===== src/core/swr_pkg.sv =====
/*
 * swr_pkg: constants and types for the supervisory reset generator.
 * assumes a single 250 MHz core clock; all times except MR_MIN_PULSE_NS are converted to cycles here.
 */
package swr_pkg;

    localparam int unsigned CLK_PERIOD_PS       = 4000;

    // manual reset input timing
    localparam int unsigned MR_GLITCH_NS        = 100;
    localparam int unsigned MR_MIN_PULSE_NS     = 1000;
    localparam int unsigned MR_GLITCH_CYC       = (MR_GLITCH_NS * 1000 + CLK_PERIOD_PS - 1)
                                                  / CLK_PERIOD_PS;

    // kick input timing
    localparam int unsigned KICK_PULSE_NS       = 50;
    localparam int unsigned KICK_PULSE_CYC      = (KICK_PULSE_NS * 1000) / CLK_PERIOD_PS;

    // reset timeout, 140 ms minimum
    localparam int unsigned RST_TIMEOUT_MS      = 140;
    localparam longint unsigned RST_TIMEOUT_CYC = (64'(RST_TIMEOUT_MS) * 64'd1000000000
                                                   + CLK_PERIOD_PS - 1) / CLK_PERIOD_PS;

    // watchdog period, 1.60 s nominal, in ms
    localparam int unsigned WD_PERIOD_MS        = 1600;
    localparam longint unsigned WD_PERIOD_CYC   = (64'(WD_PERIOD_MS) * 64'd1000000000)
                                                  / CLK_PERIOD_PS;

    localparam int unsigned CNT_W               = 32;
    localparam int unsigned GLITCH_W            = 8;

    // reset state
    typedef enum logic [1:0] {
        SWR_RUN,
        SWR_HOLD,
        SWR_TIMEOUT
    } swr_state_t;

    // reset causes gathered together
    typedef struct packed {
        logic supply_low;
        logic manual;
        logic watchdog;
    } swr_cause_t;

    localparam logic [CNT_W-1:0]    CNT_ZERO    = 32'h0000_0000;
    localparam logic [GLITCH_W-1:0] GLITCH_ZERO = 8'h00;
    localparam logic [GLITCH_W-1:0] KICK_FILT_CYC = 8'h01;

endpackage : swr_pkg


===== src/core/swr_sync.sv =====
/*
 * swr_sync: two-flop synchroniser with a qualified output that follows the
 * synchronised level only after it has been stable for FILT_CYC cycles.
 * assumes core_clk and a synchronous active-low reset.
 */
module swr_sync
    import swr_pkg::*;
#(
    parameter logic             RST_VAL  = 1'b1,
    parameter logic [GLITCH_W-1:0] FILT_CYC = 8'h01
) (
    input  wire logic core_clk,
    input  wire logic rst_n,
    input  wire logic clk_en,
    input  wire logic din,
    output logic      dout
);
    logic                meta_ff;
    logic                sync_ff;
    logic [GLITCH_W-1:0] stable_ff;
    logic                dout_ff;

    wire                 same      = (sync_ff == dout_ff);
    wire                 qualified = (stable_ff >= FILT_CYC - 8'h01);

    always_ff @(posedge core_clk) begin
        if (!rst_n) begin
            meta_ff   <= RST_VAL;
            sync_ff   <= RST_VAL;
            stable_ff <= GLITCH_ZERO;
            dout_ff   <= RST_VAL;
        end else if (clk_en) begin
            meta_ff <= din;
            sync_ff <= meta_ff;
            if (same) begin
                stable_ff <= GLITCH_ZERO;
            end else if (qualified) begin
                stable_ff <= GLITCH_ZERO;
                dout_ff   <= sync_ff;
            end else begin
                stable_ff <= stable_ff + 8'h01;
            end
        end
    end

    assign dout = dout_ff;

endmodule // swr_sync


===== src/core/swr_top.sv =====
/*
 * swr_top: supervisory reset generator with supply, manual and watchdog causes.
 * assumes supply_low_in and kick_float_in come from analog logic as digital
 * levels synchronous to core_clk; manual and kick pins are asynchronous.
 * assumes rst_n is held low for at least one core_clk edge; reset takes effect whatever clk_en is.
 * clk_en low freezes every register, both synchronisers included, so the
 * timeout and watchdog periods stretch by the frozen cycles.
 * both reset outputs and the expiry flag come straight from flip-flops.
 */
// Behaviour
// - The active-low reset output falls on supply low, manual reset low or watchdog expiry.
// - The active-high reset output rises on those same three causes.
// - Both outputs stay asserted for the full timeout after every cause has cleared.
// - Manual reset lows under about 100 ns are rejected; the far side holds them 1 us or more.
// - A kick input steady for longer than the watchdog period expires the watchdog.
// - The watchdog count clears on reset, on manual reset and on each kick edge.
// - Kick pulses of 50 ns count as edges; the far side keeps them at least that wide.
// - A floating or three-stated kick input disables the watchdog.
// - The watchdog is held clear while reset is asserted and counts once it is released.
// - The timeout is at least 140 ms and also follows manual reset release.
module swr_top
    import swr_pkg::*;
#(
    parameter longint unsigned TIMEOUT_CYC = RST_TIMEOUT_CYC,
    parameter longint unsigned WD_CYC      = WD_PERIOD_CYC
) (
    input  wire logic core_clk,
    input  wire logic rst_n,
    input  wire logic clk_en,
    input  wire logic supply_low_in,
    input  wire logic manual_reset_in_n,
    input  wire logic watchdog_kick_in,
    input  wire logic kick_float_in,
    output logic      reset_out_n,
    output logic      reset_out,
    output logic      watchdog_expired
);
    logic             mr_n_q;
    logic             kick_q;
    logic             kick_prev_ff;
    logic             nxt_kick_prev;
    swr_state_t       state_ff;
    swr_state_t       nxt_state;
    logic [CNT_W-1:0] tmo_cnt_ff;
    logic [CNT_W-1:0] nxt_tmo_cnt;
    logic [CNT_W-1:0] wd_cnt_ff;
    logic [CNT_W-1:0] nxt_wd_cnt;
    logic             rst_n_ff;
    logic             nxt_rst_n;
    logic             rst_ff;
    logic             nxt_rst;
    logic             wd_exp_ff;
    logic             nxt_wd_exp;
    swr_cause_t       cause;
    logic             kick_edge;
    logic             wd_enable;
    logic             in_reset;
    logic             wd_clr_rst;
    logic             wd_clr_mr;
    logic             wd_clr_kick;
    logic             wd_clr_off;
    logic             wd_clear;
    logic             wd_hit;
    logic             tmo_done;
    logic             tmo_run;
    logic             any_level;
    logic             any_cause;
    logic             nxt_in_reset;
    logic             nxt_asserted;

    // manual reset glitch filter, 100 ns
    swr_sync #(
        .RST_VAL  (1'b1),
        .FILT_CYC (GLITCH_W'(MR_GLITCH_CYC))
    ) u_mr_sync (
        .core_clk (core_clk),
        .rst_n    (rst_n),
        .clk_en   (clk_en),
        .din      (manual_reset_in_n),
        .dout     (mr_n_q)
    );

    // kick synchroniser, a 50 ns pulse is still seen
    swr_sync #(
        .RST_VAL  (1'b0),
        .FILT_CYC (KICK_FILT_CYC)
    ) u_kick_sync (
        .core_clk (core_clk),
        .rst_n    (rst_n),
        .clk_en   (clk_en),
        .din      (watchdog_kick_in),
        .dout     (kick_q)
    );

    // watchdog and timeout decode
    assign kick_edge    = (kick_q != kick_prev_ff);
    assign wd_enable    = !kick_float_in;
    assign in_reset     = (state_ff != SWR_RUN);
    assign wd_clr_rst   = in_reset;
    assign wd_clr_mr    = !mr_n_q;
    assign wd_clr_kick  = kick_edge;
    assign wd_clr_off   = !wd_enable;
    assign wd_clear     = wd_clr_rst || wd_clr_mr || wd_clr_kick || wd_clr_off;
    assign wd_hit       = wd_enable && (wd_cnt_ff >= CNT_W'(WD_CYC - 1));
    assign tmo_done     = (tmo_cnt_ff >= CNT_W'(TIMEOUT_CYC - 1));

    // reset causes
    assign cause.supply_low = supply_low_in;
    assign cause.manual     = !mr_n_q;
    assign cause.watchdog   = wd_hit && !in_reset;

    assign any_level    = cause.supply_low || cause.manual;
    assign any_cause    = any_level || cause.watchdog;

    // next state
    always_comb begin
        nxt_state = state_ff;
        unique case (state_ff)
            SWR_RUN: begin
                if (any_level) begin
                    nxt_state = SWR_HOLD;
                end else if (cause.watchdog) begin
                    nxt_state = SWR_TIMEOUT;
                end
            end
            SWR_HOLD: begin
                if (!any_level) begin
                    nxt_state = SWR_TIMEOUT;
                end
            end
            SWR_TIMEOUT: begin
                if (any_level) begin
                    nxt_state = SWR_HOLD;
                end else if (tmo_done) begin
                    nxt_state = SWR_RUN;
                end
            end
            default: nxt_state = SWR_HOLD;
        endcase
    end

    // next values
    assign nxt_in_reset  = (nxt_state != SWR_RUN);
    assign tmo_run       = (state_ff == SWR_TIMEOUT) && (nxt_state == SWR_TIMEOUT);
    assign nxt_tmo_cnt   = tmo_run ? (tmo_cnt_ff + 32'h0000_0001) : CNT_ZERO;
    assign nxt_wd_cnt    = wd_clear ? CNT_ZERO : (wd_cnt_ff + 32'h0000_0001);
    assign nxt_kick_prev = kick_q;

    // output next values, asserted in the same cycle as a new cause
    assign nxt_asserted  = nxt_in_reset || any_cause;
    assign nxt_rst_n     = !nxt_asserted;
    assign nxt_rst       = nxt_asserted;
    assign nxt_wd_exp    = cause.watchdog || (wd_exp_ff && nxt_in_reset);

    // reset state
    always_ff @(posedge core_clk) begin
        if (!rst_n) begin
            state_ff <= SWR_HOLD;
        end else if (clk_en) begin
            state_ff <= nxt_state;
        end
    end

    // timeout counter
    always_ff @(posedge core_clk) begin
        if (!rst_n) begin
            tmo_cnt_ff <= CNT_ZERO;
        end else if (clk_en) begin
            tmo_cnt_ff <= nxt_tmo_cnt;
        end
    end

    // watchdog counter
    always_ff @(posedge core_clk) begin
        if (!rst_n) begin
            wd_cnt_ff <= CNT_ZERO;
        end else if (clk_en) begin
            wd_cnt_ff <= nxt_wd_cnt;
        end
    end

    // kick level history
    always_ff @(posedge core_clk) begin
        if (!rst_n) begin
            kick_prev_ff <= 1'b0;
        end else if (clk_en) begin
            kick_prev_ff <= nxt_kick_prev;
        end
    end

    // active-low output
    always_ff @(posedge core_clk) begin
        if (!rst_n) begin
            rst_n_ff <= 1'b0;
        end else if (clk_en) begin
            rst_n_ff <= nxt_rst_n;
        end
    end

    // active-high output
    always_ff @(posedge core_clk) begin
        if (!rst_n) begin
            rst_ff <= 1'b1;
        end else if (clk_en) begin
            rst_ff <= nxt_rst;
        end
    end

    // expiry flag, set wins over clear
    always_ff @(posedge core_clk) begin
        if (!rst_n) begin
            wd_exp_ff <= 1'b0;
        end else if (clk_en) begin
            wd_exp_ff <= nxt_wd_exp;
        end
    end

    // outputs straight from the flops
    assign reset_out_n      = rst_n_ff;
    assign reset_out        = rst_ff;
    assign watchdog_expired = wd_exp_ff;

endmodule // swr_top


===== config.mk =====
export PLATFORM = sky130hd
export DESIGN_NAME = swr_top
export DESIGN_NICKNAME = d
export VERILOG_FILES = /design/src/core/swr_pkg.sv /design/src/core/swr_sync.sv /design/src/core/swr_top.sv
export SDC_FILE = /design/constraint.sdc
export NUM_CORES = 1
export LEC_CHECK = 0
export BUFFER_PORTS_ARGS = -buffer_cell sky130_fd_sc_hd__buf_2
export CORE_MARGIN = 10
export CORE_UTILIZATION = 62
export DETAILED_ROUTE_END_ITERATION = 16
export PLACE_DENSITY = 0.87
export SLEW_MARGIN = 15
export SYNTH_ARGS = -nofsm -noshare
export SYNTH_HDL_FRONTEND = slang
export SYNTH_SLANG_ARGS = --single-unit
export TNS_END_PERCENT = 1

===== constraint.sdc =====
create_clock -name core_clk -period 2.5 [get_ports core_clk]
set_input_delay 0.125 -clock core_clk [delete_from_list [all_inputs] [get_ports core_clk]]
set_output_delay 0.125 -clock core_clk [all_outputs]
set_load 0.005 [all_outputs]

# ---- After elaboration in Yosys (flattened, before gate mapping)
# Index checks and enable logic that the tools add are counted.
dict set report totals {
  reg_bits 92
  out_inout_bits 3
}
dict set report op_classes {
  n_addsub 4
  magnitude_cmp 4
  n_eq_ne 6
  mux 12
  bitwise 2
  n_reduce_logical 20
}
# operator count
set op_table {}
lappend op_table {{32-bit by 1-bit adder with 32-bit output, second input constant} 2}
lappend op_table {{32-bit 2-to-1 mux} 2}
lappend op_table {{32-bit by 26-bit >= comparator with 1-bit output, second input constant} 1}
lappend op_table {{32-bit by 29-bit >= comparator with 1-bit output, second input constant} 1}
lappend op_table {{8-bit 2-to-1 mux} 4}
lappend op_table {{8-bit by 1-bit adder with 8-bit output, second input constant} 2}
lappend op_table {{2-bit 2-to-1 mux} 5}
lappend op_table {{8-bit by 1-bit >= comparator with 1-bit output, second input constant} 1}
lappend op_table {{8-bit by 5-bit >= comparator with 1-bit output, second input constant} 1}
lappend op_table {{1-bit logical OR} 7}
lappend op_table {{2-bit one-hot mux with 3 select lines} 1}
lappend op_table {{3-bit AND reduction} 2}
lappend op_table {{2-bit equality test, second input constant} 2}
lappend op_table {{1-bit logical AND} 4}
lappend op_table {{1-bit zero test} 4}
lappend op_table {{2-bit nonzero test} 2}
lappend op_table {{1-bit equality test} 2}
lappend op_table {{2-bit by 1-bit equality test with 1-bit output, second input constant} 1}
lappend op_table {{2-bit zero test} 1}
lappend op_table {{1-bit NOT} 2}
lappend op_table {{1-bit != test} 1}

# ---- Depth between registers and ports, before layout
dict set report logic_depth {
  word_depth 9
  mapped_depth 7
}

# ---- By module
# A second synthesis with hierarchy kept.
dict set report unflattened {
  cells_unflattened 450
  area_unflattened_um2 3981.3
}
# mod n_inst cells_each area_each_um2
set by_module_without_submodules {}
lappend by_module_without_submodules {swr_top 1 388 3370.7}
lappend by_module_without_submodules {{swr_sync (u_mr_sync)} 1 53 501.7}
lappend by_module_without_submodules {{swr_sync (u_kick_sync)} 1 9 108.9}

# ---- Worst setup path before layout
# OpenSTA, ideal clock, no wires.
dict set report synth_timing {
  path_type {reg2reg}
  from {register tmo_cnt_ff[21]}
  to {register tmo_cnt_ff[10]}
  t_arrival_ps 1775
  t_required_ps 2385
  setup_slack_ps 610
  path_stages_with_launch 7
  path_buffers 1
  cell_sequence {dfxtp_1 or4_4 nor4b_4 nand3_2 a31oi_4 buf_6 nor2_2}
}
dict set report synth_via {
  elab_chain_cells 7
}
# item line_no
set synth_rtl {}
lappend synth_rtl {{start: declaration} swr_top.sv:44} ;# logic [CNT_W-1:0] tmo_cnt_ff;
lappend synth_rtl {{start signal: assignment} swr_top.sv:169} ;# tmo_cnt_ff <= nxt_tmo_cnt;
lappend synth_rtl {{32-bit by 26-bit >= comparator with 1-bit output} swr_top.sv:105} ;# assign tmo_done = (tmo_cnt_ff >= CNT_W'(TIMEOUT_CYC - 1));
lappend synth_rtl {{2-bit 2-to-1 mux} swr_top.sv:134} ;# end else if (tmo_done) begin
lappend synth_rtl {{2-bit 2-to-1 mux} swr_top.sv:132} ;# if (any_level) begin
lappend synth_rtl {{2-bit one-hot mux with 3 select lines} swr_top.sv:118} ;# unique case (state_ff)
lappend synth_rtl {{2-bit equality test} swr_top.sv:144} ;# assign tmo_run = (state_ff == SWR_TIMEOUT) && (nxt_state == SWR_TIMEOUT);
lappend synth_rtl {{1-bit logical AND} swr_top.sv:144}
lappend synth_rtl {{32-bit 2-to-1 mux} swr_top.sv:145} ;# assign nxt_tmo_cnt = tmo_run ? (tmo_cnt_ff + 32'h0000_0001) : CNT_ZERO;
# Every way passes these cells.
# A chain may end at the register's enable or synchronous reset.

# ---- Worst setup path in the final report
dict set report layout_timing {
  from {register tmo_cnt_ff[14]}
  to {register tmo_cnt_ff[29]}
}
dict set report layout_via {
  elab_chain_cells 7
  elab_cells_between_ends 8
}
# item line_no
set layout_rtl {}
lappend layout_rtl {{32-bit by 26-bit >= comparator with 1-bit output} swr_top.sv:105}
lappend layout_rtl {{2-bit 2-to-1 mux} swr_top.sv:134}
lappend layout_rtl {{2-bit 2-to-1 mux} swr_top.sv:132}
lappend layout_rtl {{2-bit one-hot mux with 3 select lines} swr_top.sv:118}
lappend layout_rtl {{2-bit equality test} swr_top.sv:144}
lappend layout_rtl {{1-bit logical AND} swr_top.sv:144}
lappend layout_rtl {{32-bit 2-to-1 mux *} swr_top.sv:145}
# Every way passes the cells marked *; elsewhere a longest branch is shown, timed or not.

==> impl_metrics.csv <==
group,metric,value,unit
drt,drt-total-wl,8280,um
drt,routed_via_density,5.96,
pwr,clkPwrFrac,43.2,%
cts,clock_sinks,84,
cts,cts_root_buf,"clkbuf_8",
critical_path,worstSetupPathType,"reg -> reg",
die,fp.dieArea,0.0102,sq mm
final_layout,area_growth,7.92,%
synth,synth_top_area_share,41.2,%
timing,finalHoldViolCount,0,
cts,clock_latency,0.37,ns
global_routing,grt_pass1_wl,14200,um
critical_path,path_max_fanout,5,
global_routing,grt_remaining_overflow,0,
cts,postCtsHoldBufs,1,
die,core,0.00639,sq mm
cts,cts_tree,"done",
pwr,netSwitchingFraction,23.0,%
synth,yosys.area.top_type,"dfxtp_1",
pwr,switching_power,0.000585,W
pwr,powerDensity,577,mW/mm^2
synth,syn_nets,483,
drt,drc,0,
timing,setup-violations-final,0,
cts,max-clock-path-buffers,2,
critical_path,reg2reg_slack,0.18,ns
pwr,ir_drop,0.383,mV
critical_path,endpoint_kind,"flip-flop",
cts,post_cts.resized_instances,0,
timing,fin_crit,2.32,ns
drt,firstDrtPassIters,4,
synth,async_reset_ff_share,0,%
synth,synth-edff-count,0,
final_layout,fin_nets,491,
pwr,p_comb_share,3.4,%
timing,setup_tns,0,ns
synth,ys_seq_elements,84,
synth,synth_area_leaders,"dfxtp_1, xnor2_1, nor2_1",
timing,finalMaxSlewViolations,0,
global_routing,grt_pass1_vias,3169,
final_layout,drive_gt1_share,11.5,%
cts,cts_setup_buffers,0,
global_routing,antenna_found_initial,0,
synth,netlist_area,0.00408,sq mm
timing,timing.final.crit_share,92.8,%
critical_path,r2r_cells,5,
timing,worst_pin_slew,0.813,ns
placed_design,io_buffers,9,
synth,synth_ff_type,"dfxtp_1",
cts,numCtsBuffers,9,
die,dieWidth,101,um
synth,yosys_warnings,0,
critical_path,endpoint,"tmo_cnt_ff[29]",
placed_design,dp_hpwl,5780,um
timing,rsz0062_at_grt,"no",
die,start_util,63.9,%
placed_design,place_area,0.00417,sq mm
synth,yosys.cell_types.count,59,
drt,dr_total_vias,3347,
placed_design,gp_congestion,0.884,
min_path,hold_class,"in -> reg",
drt,routedWlPerCell,14.7,um
global_routing,grt_start_max_net_pins,29,
cts,htreeDepth,3,
die,io-pin-count,10,
critical_path,regToRegStartpoint,"tmo_cnt_ff[14]",
synth,ys_seq_area_share,41.2,%
pwr,power.leakage,1.41,nW
synth,synthCells,472,
run,maxCapViolCount,0,
pwr,p_int,0.00196,W
synth,avgSynthCellArea,8.64,sq um
pwr,sequentialPowerShare,53.4,%
die,num_rows,29,
drt,drtIter0Drc,192,
timing,hold-worst-slack,0.0171,ns
die,fp.dieH,101,um
drt,ant_nets,0,
critical_path,cp-start-kind,"flip-flop",
critical_path,timing.rr.end,"tmo_cnt_ff[29]",
timing,timing.fmax,431,MHz
run_status,status,"finished clean",
critical_path,crit_required,2.80,ns
final_layout,insertedDiodeCount,0,
cts,clk_pin_slew,0.09,ns
global_routing,grt_usage,16.7,%
critical_path,crit_start,"tmo_cnt_ff[14]",
final_layout,postLayoutCellArea,0.00440,sq mm
critical_path,worstPathArrival,2.62,ns
timing,final.setup_skew,0.0115,ns
timing,slew_headroom,45.1,%
==> metrics by stage <==
step / util (%) / setup WS (ns) / total power [W] / instances
global route: 68.9 / 0.103 / 0.00260 / 562
finish: 68.9 / 0.181 / 0.00254 / 562
CTS: 68.9 / 0.271 / 0.00254 / 562
detailed placement: 65.2 / 0.367 / 0.00147 / 545
global placement: 65.2 / 0.441 / 0.00147 / 545
floorplan: - / 0.610 / 0.00145 / 472
==> worst max-delay path, cell delays in order, from the launching register on <==
cell     delay, ns
dfxtp_1       0.43
nand4_1       0.23
nor4b_1       0.77
nand4_1       0.29
or3_1         0.39
a21oi_2       0.14
==> flip-flops by register name, summed over array words and instances, names as in the netlist, 2 cells and up <==
name,flops
tmo_cnt_ff,32
wd_cnt_ff,32
u_mr_sync.stable_ff,8
state_ff,2
==> layout by cell type (no fill, tap or decap), types with 12 or more instances in the layout <==
master | synthesis | routed
xnor2_1 | 35 | 35
nand3_1 | 25 | 25
nand2_1 | 33 | 33
inv_1 | 14 | 14
nand4_1 | 17 | 17
nor2_1 | 65 | 65
nor4_1 | 16 | 16
xor2_1 | 18 | 18
dfxtp_1 | 84 | 84
nor2b_1 | 12 | 12
==> power by group through the flow <==
stage / sequential [W] / combinational, W / clock, W
after global routing: 0.00136 / 0.0000976 / 0.00114
after detailed placement: 0.00139 / 0.0000858 / 0
final: 0.00136 / 0.0000874 / 0.00110
after CTS: 0.00136 / 0.0000875 / 0.00110
after global placement: 0.00139 / 0.0000834 / 0
after floorplan: 0.00138 / 0.0000676 / 0
==> layout make-up <==
type / count / area [sq um]
multi-input cells: 355 / 2250
fillers: 485 / 1990
flip-flops and latches: 84 / 1680
clock buffers: 10 / 128
repair buffers: 16 / 100
clock inverters: 6 / 96.3
well taps: 77 / 96.3
inverters: 14 / 52.6
==> cells in the mapped netlist (4+ instances only) <==
library cell	n
nand2_1	33
ha_1	4
nor2_2	9
nand3_1	25
xor2_1	18
or3_1	7
or2_2	4
and3_1	10
nor2_1	65
clkbuf_1	10
xnor2_1	35
or4_1	6
a21oi_1	9
o211ai_1	7
inv_1	14
nand4_1	17
o21ai_0	10
and2_1	7
nor4_1	16
mux2i_1	9
dfxtp_1	84
nor2b_1	12
nor3_1	11
==> worst min-delay path by stage <==
stage	start	endpoint	cells past startpoint	slack, ns
final	watchdog_kick_in	u_kick_sync.meta_ff	3	0.02
after global routing	watchdog_kick_in	u_kick_sync.meta_ff	3	0.09
after CTS	watchdog_kick_in	u_kick_sync.meta_ff	3	0.02
after detailed placement	manual_reset_in_n	u_mr_sync.meta_ff	3	0.36
after global placement	manual_reset_in_n	u_mr_sync.meta_ff	3	0.34
after floorplan	manual_reset_in_n	u_mr_sync.meta_ff	2	0.25
==> metal layers <==
metal,part of all wire (%),vias up,track usage [%]
li1,-,1664,-
met1,47,1597,20.7
met2,47,69,26.8
met3,4.0,17,4.12
met4,2.0,0,7.07
met5,0,-,0
==> cells by family (layout without fill, tap and decap cells) <==
family                   Yosys count  count (layout)  synth area share [%]
multiplexers                       9               9                  2.21
XOR/XNOR                          53              53                  11.4
AO/OA/AOI/OAI                     46              46                  8.10
buffers and inverters             33              46                  3.68
flip-flops                        84              84                  41.2
adder cells (fa/ha/maj)            4               4                  1.23
AND/OR/NAND/NOR                  243             243                  32.2
Power figures use the tool's default switching activity.
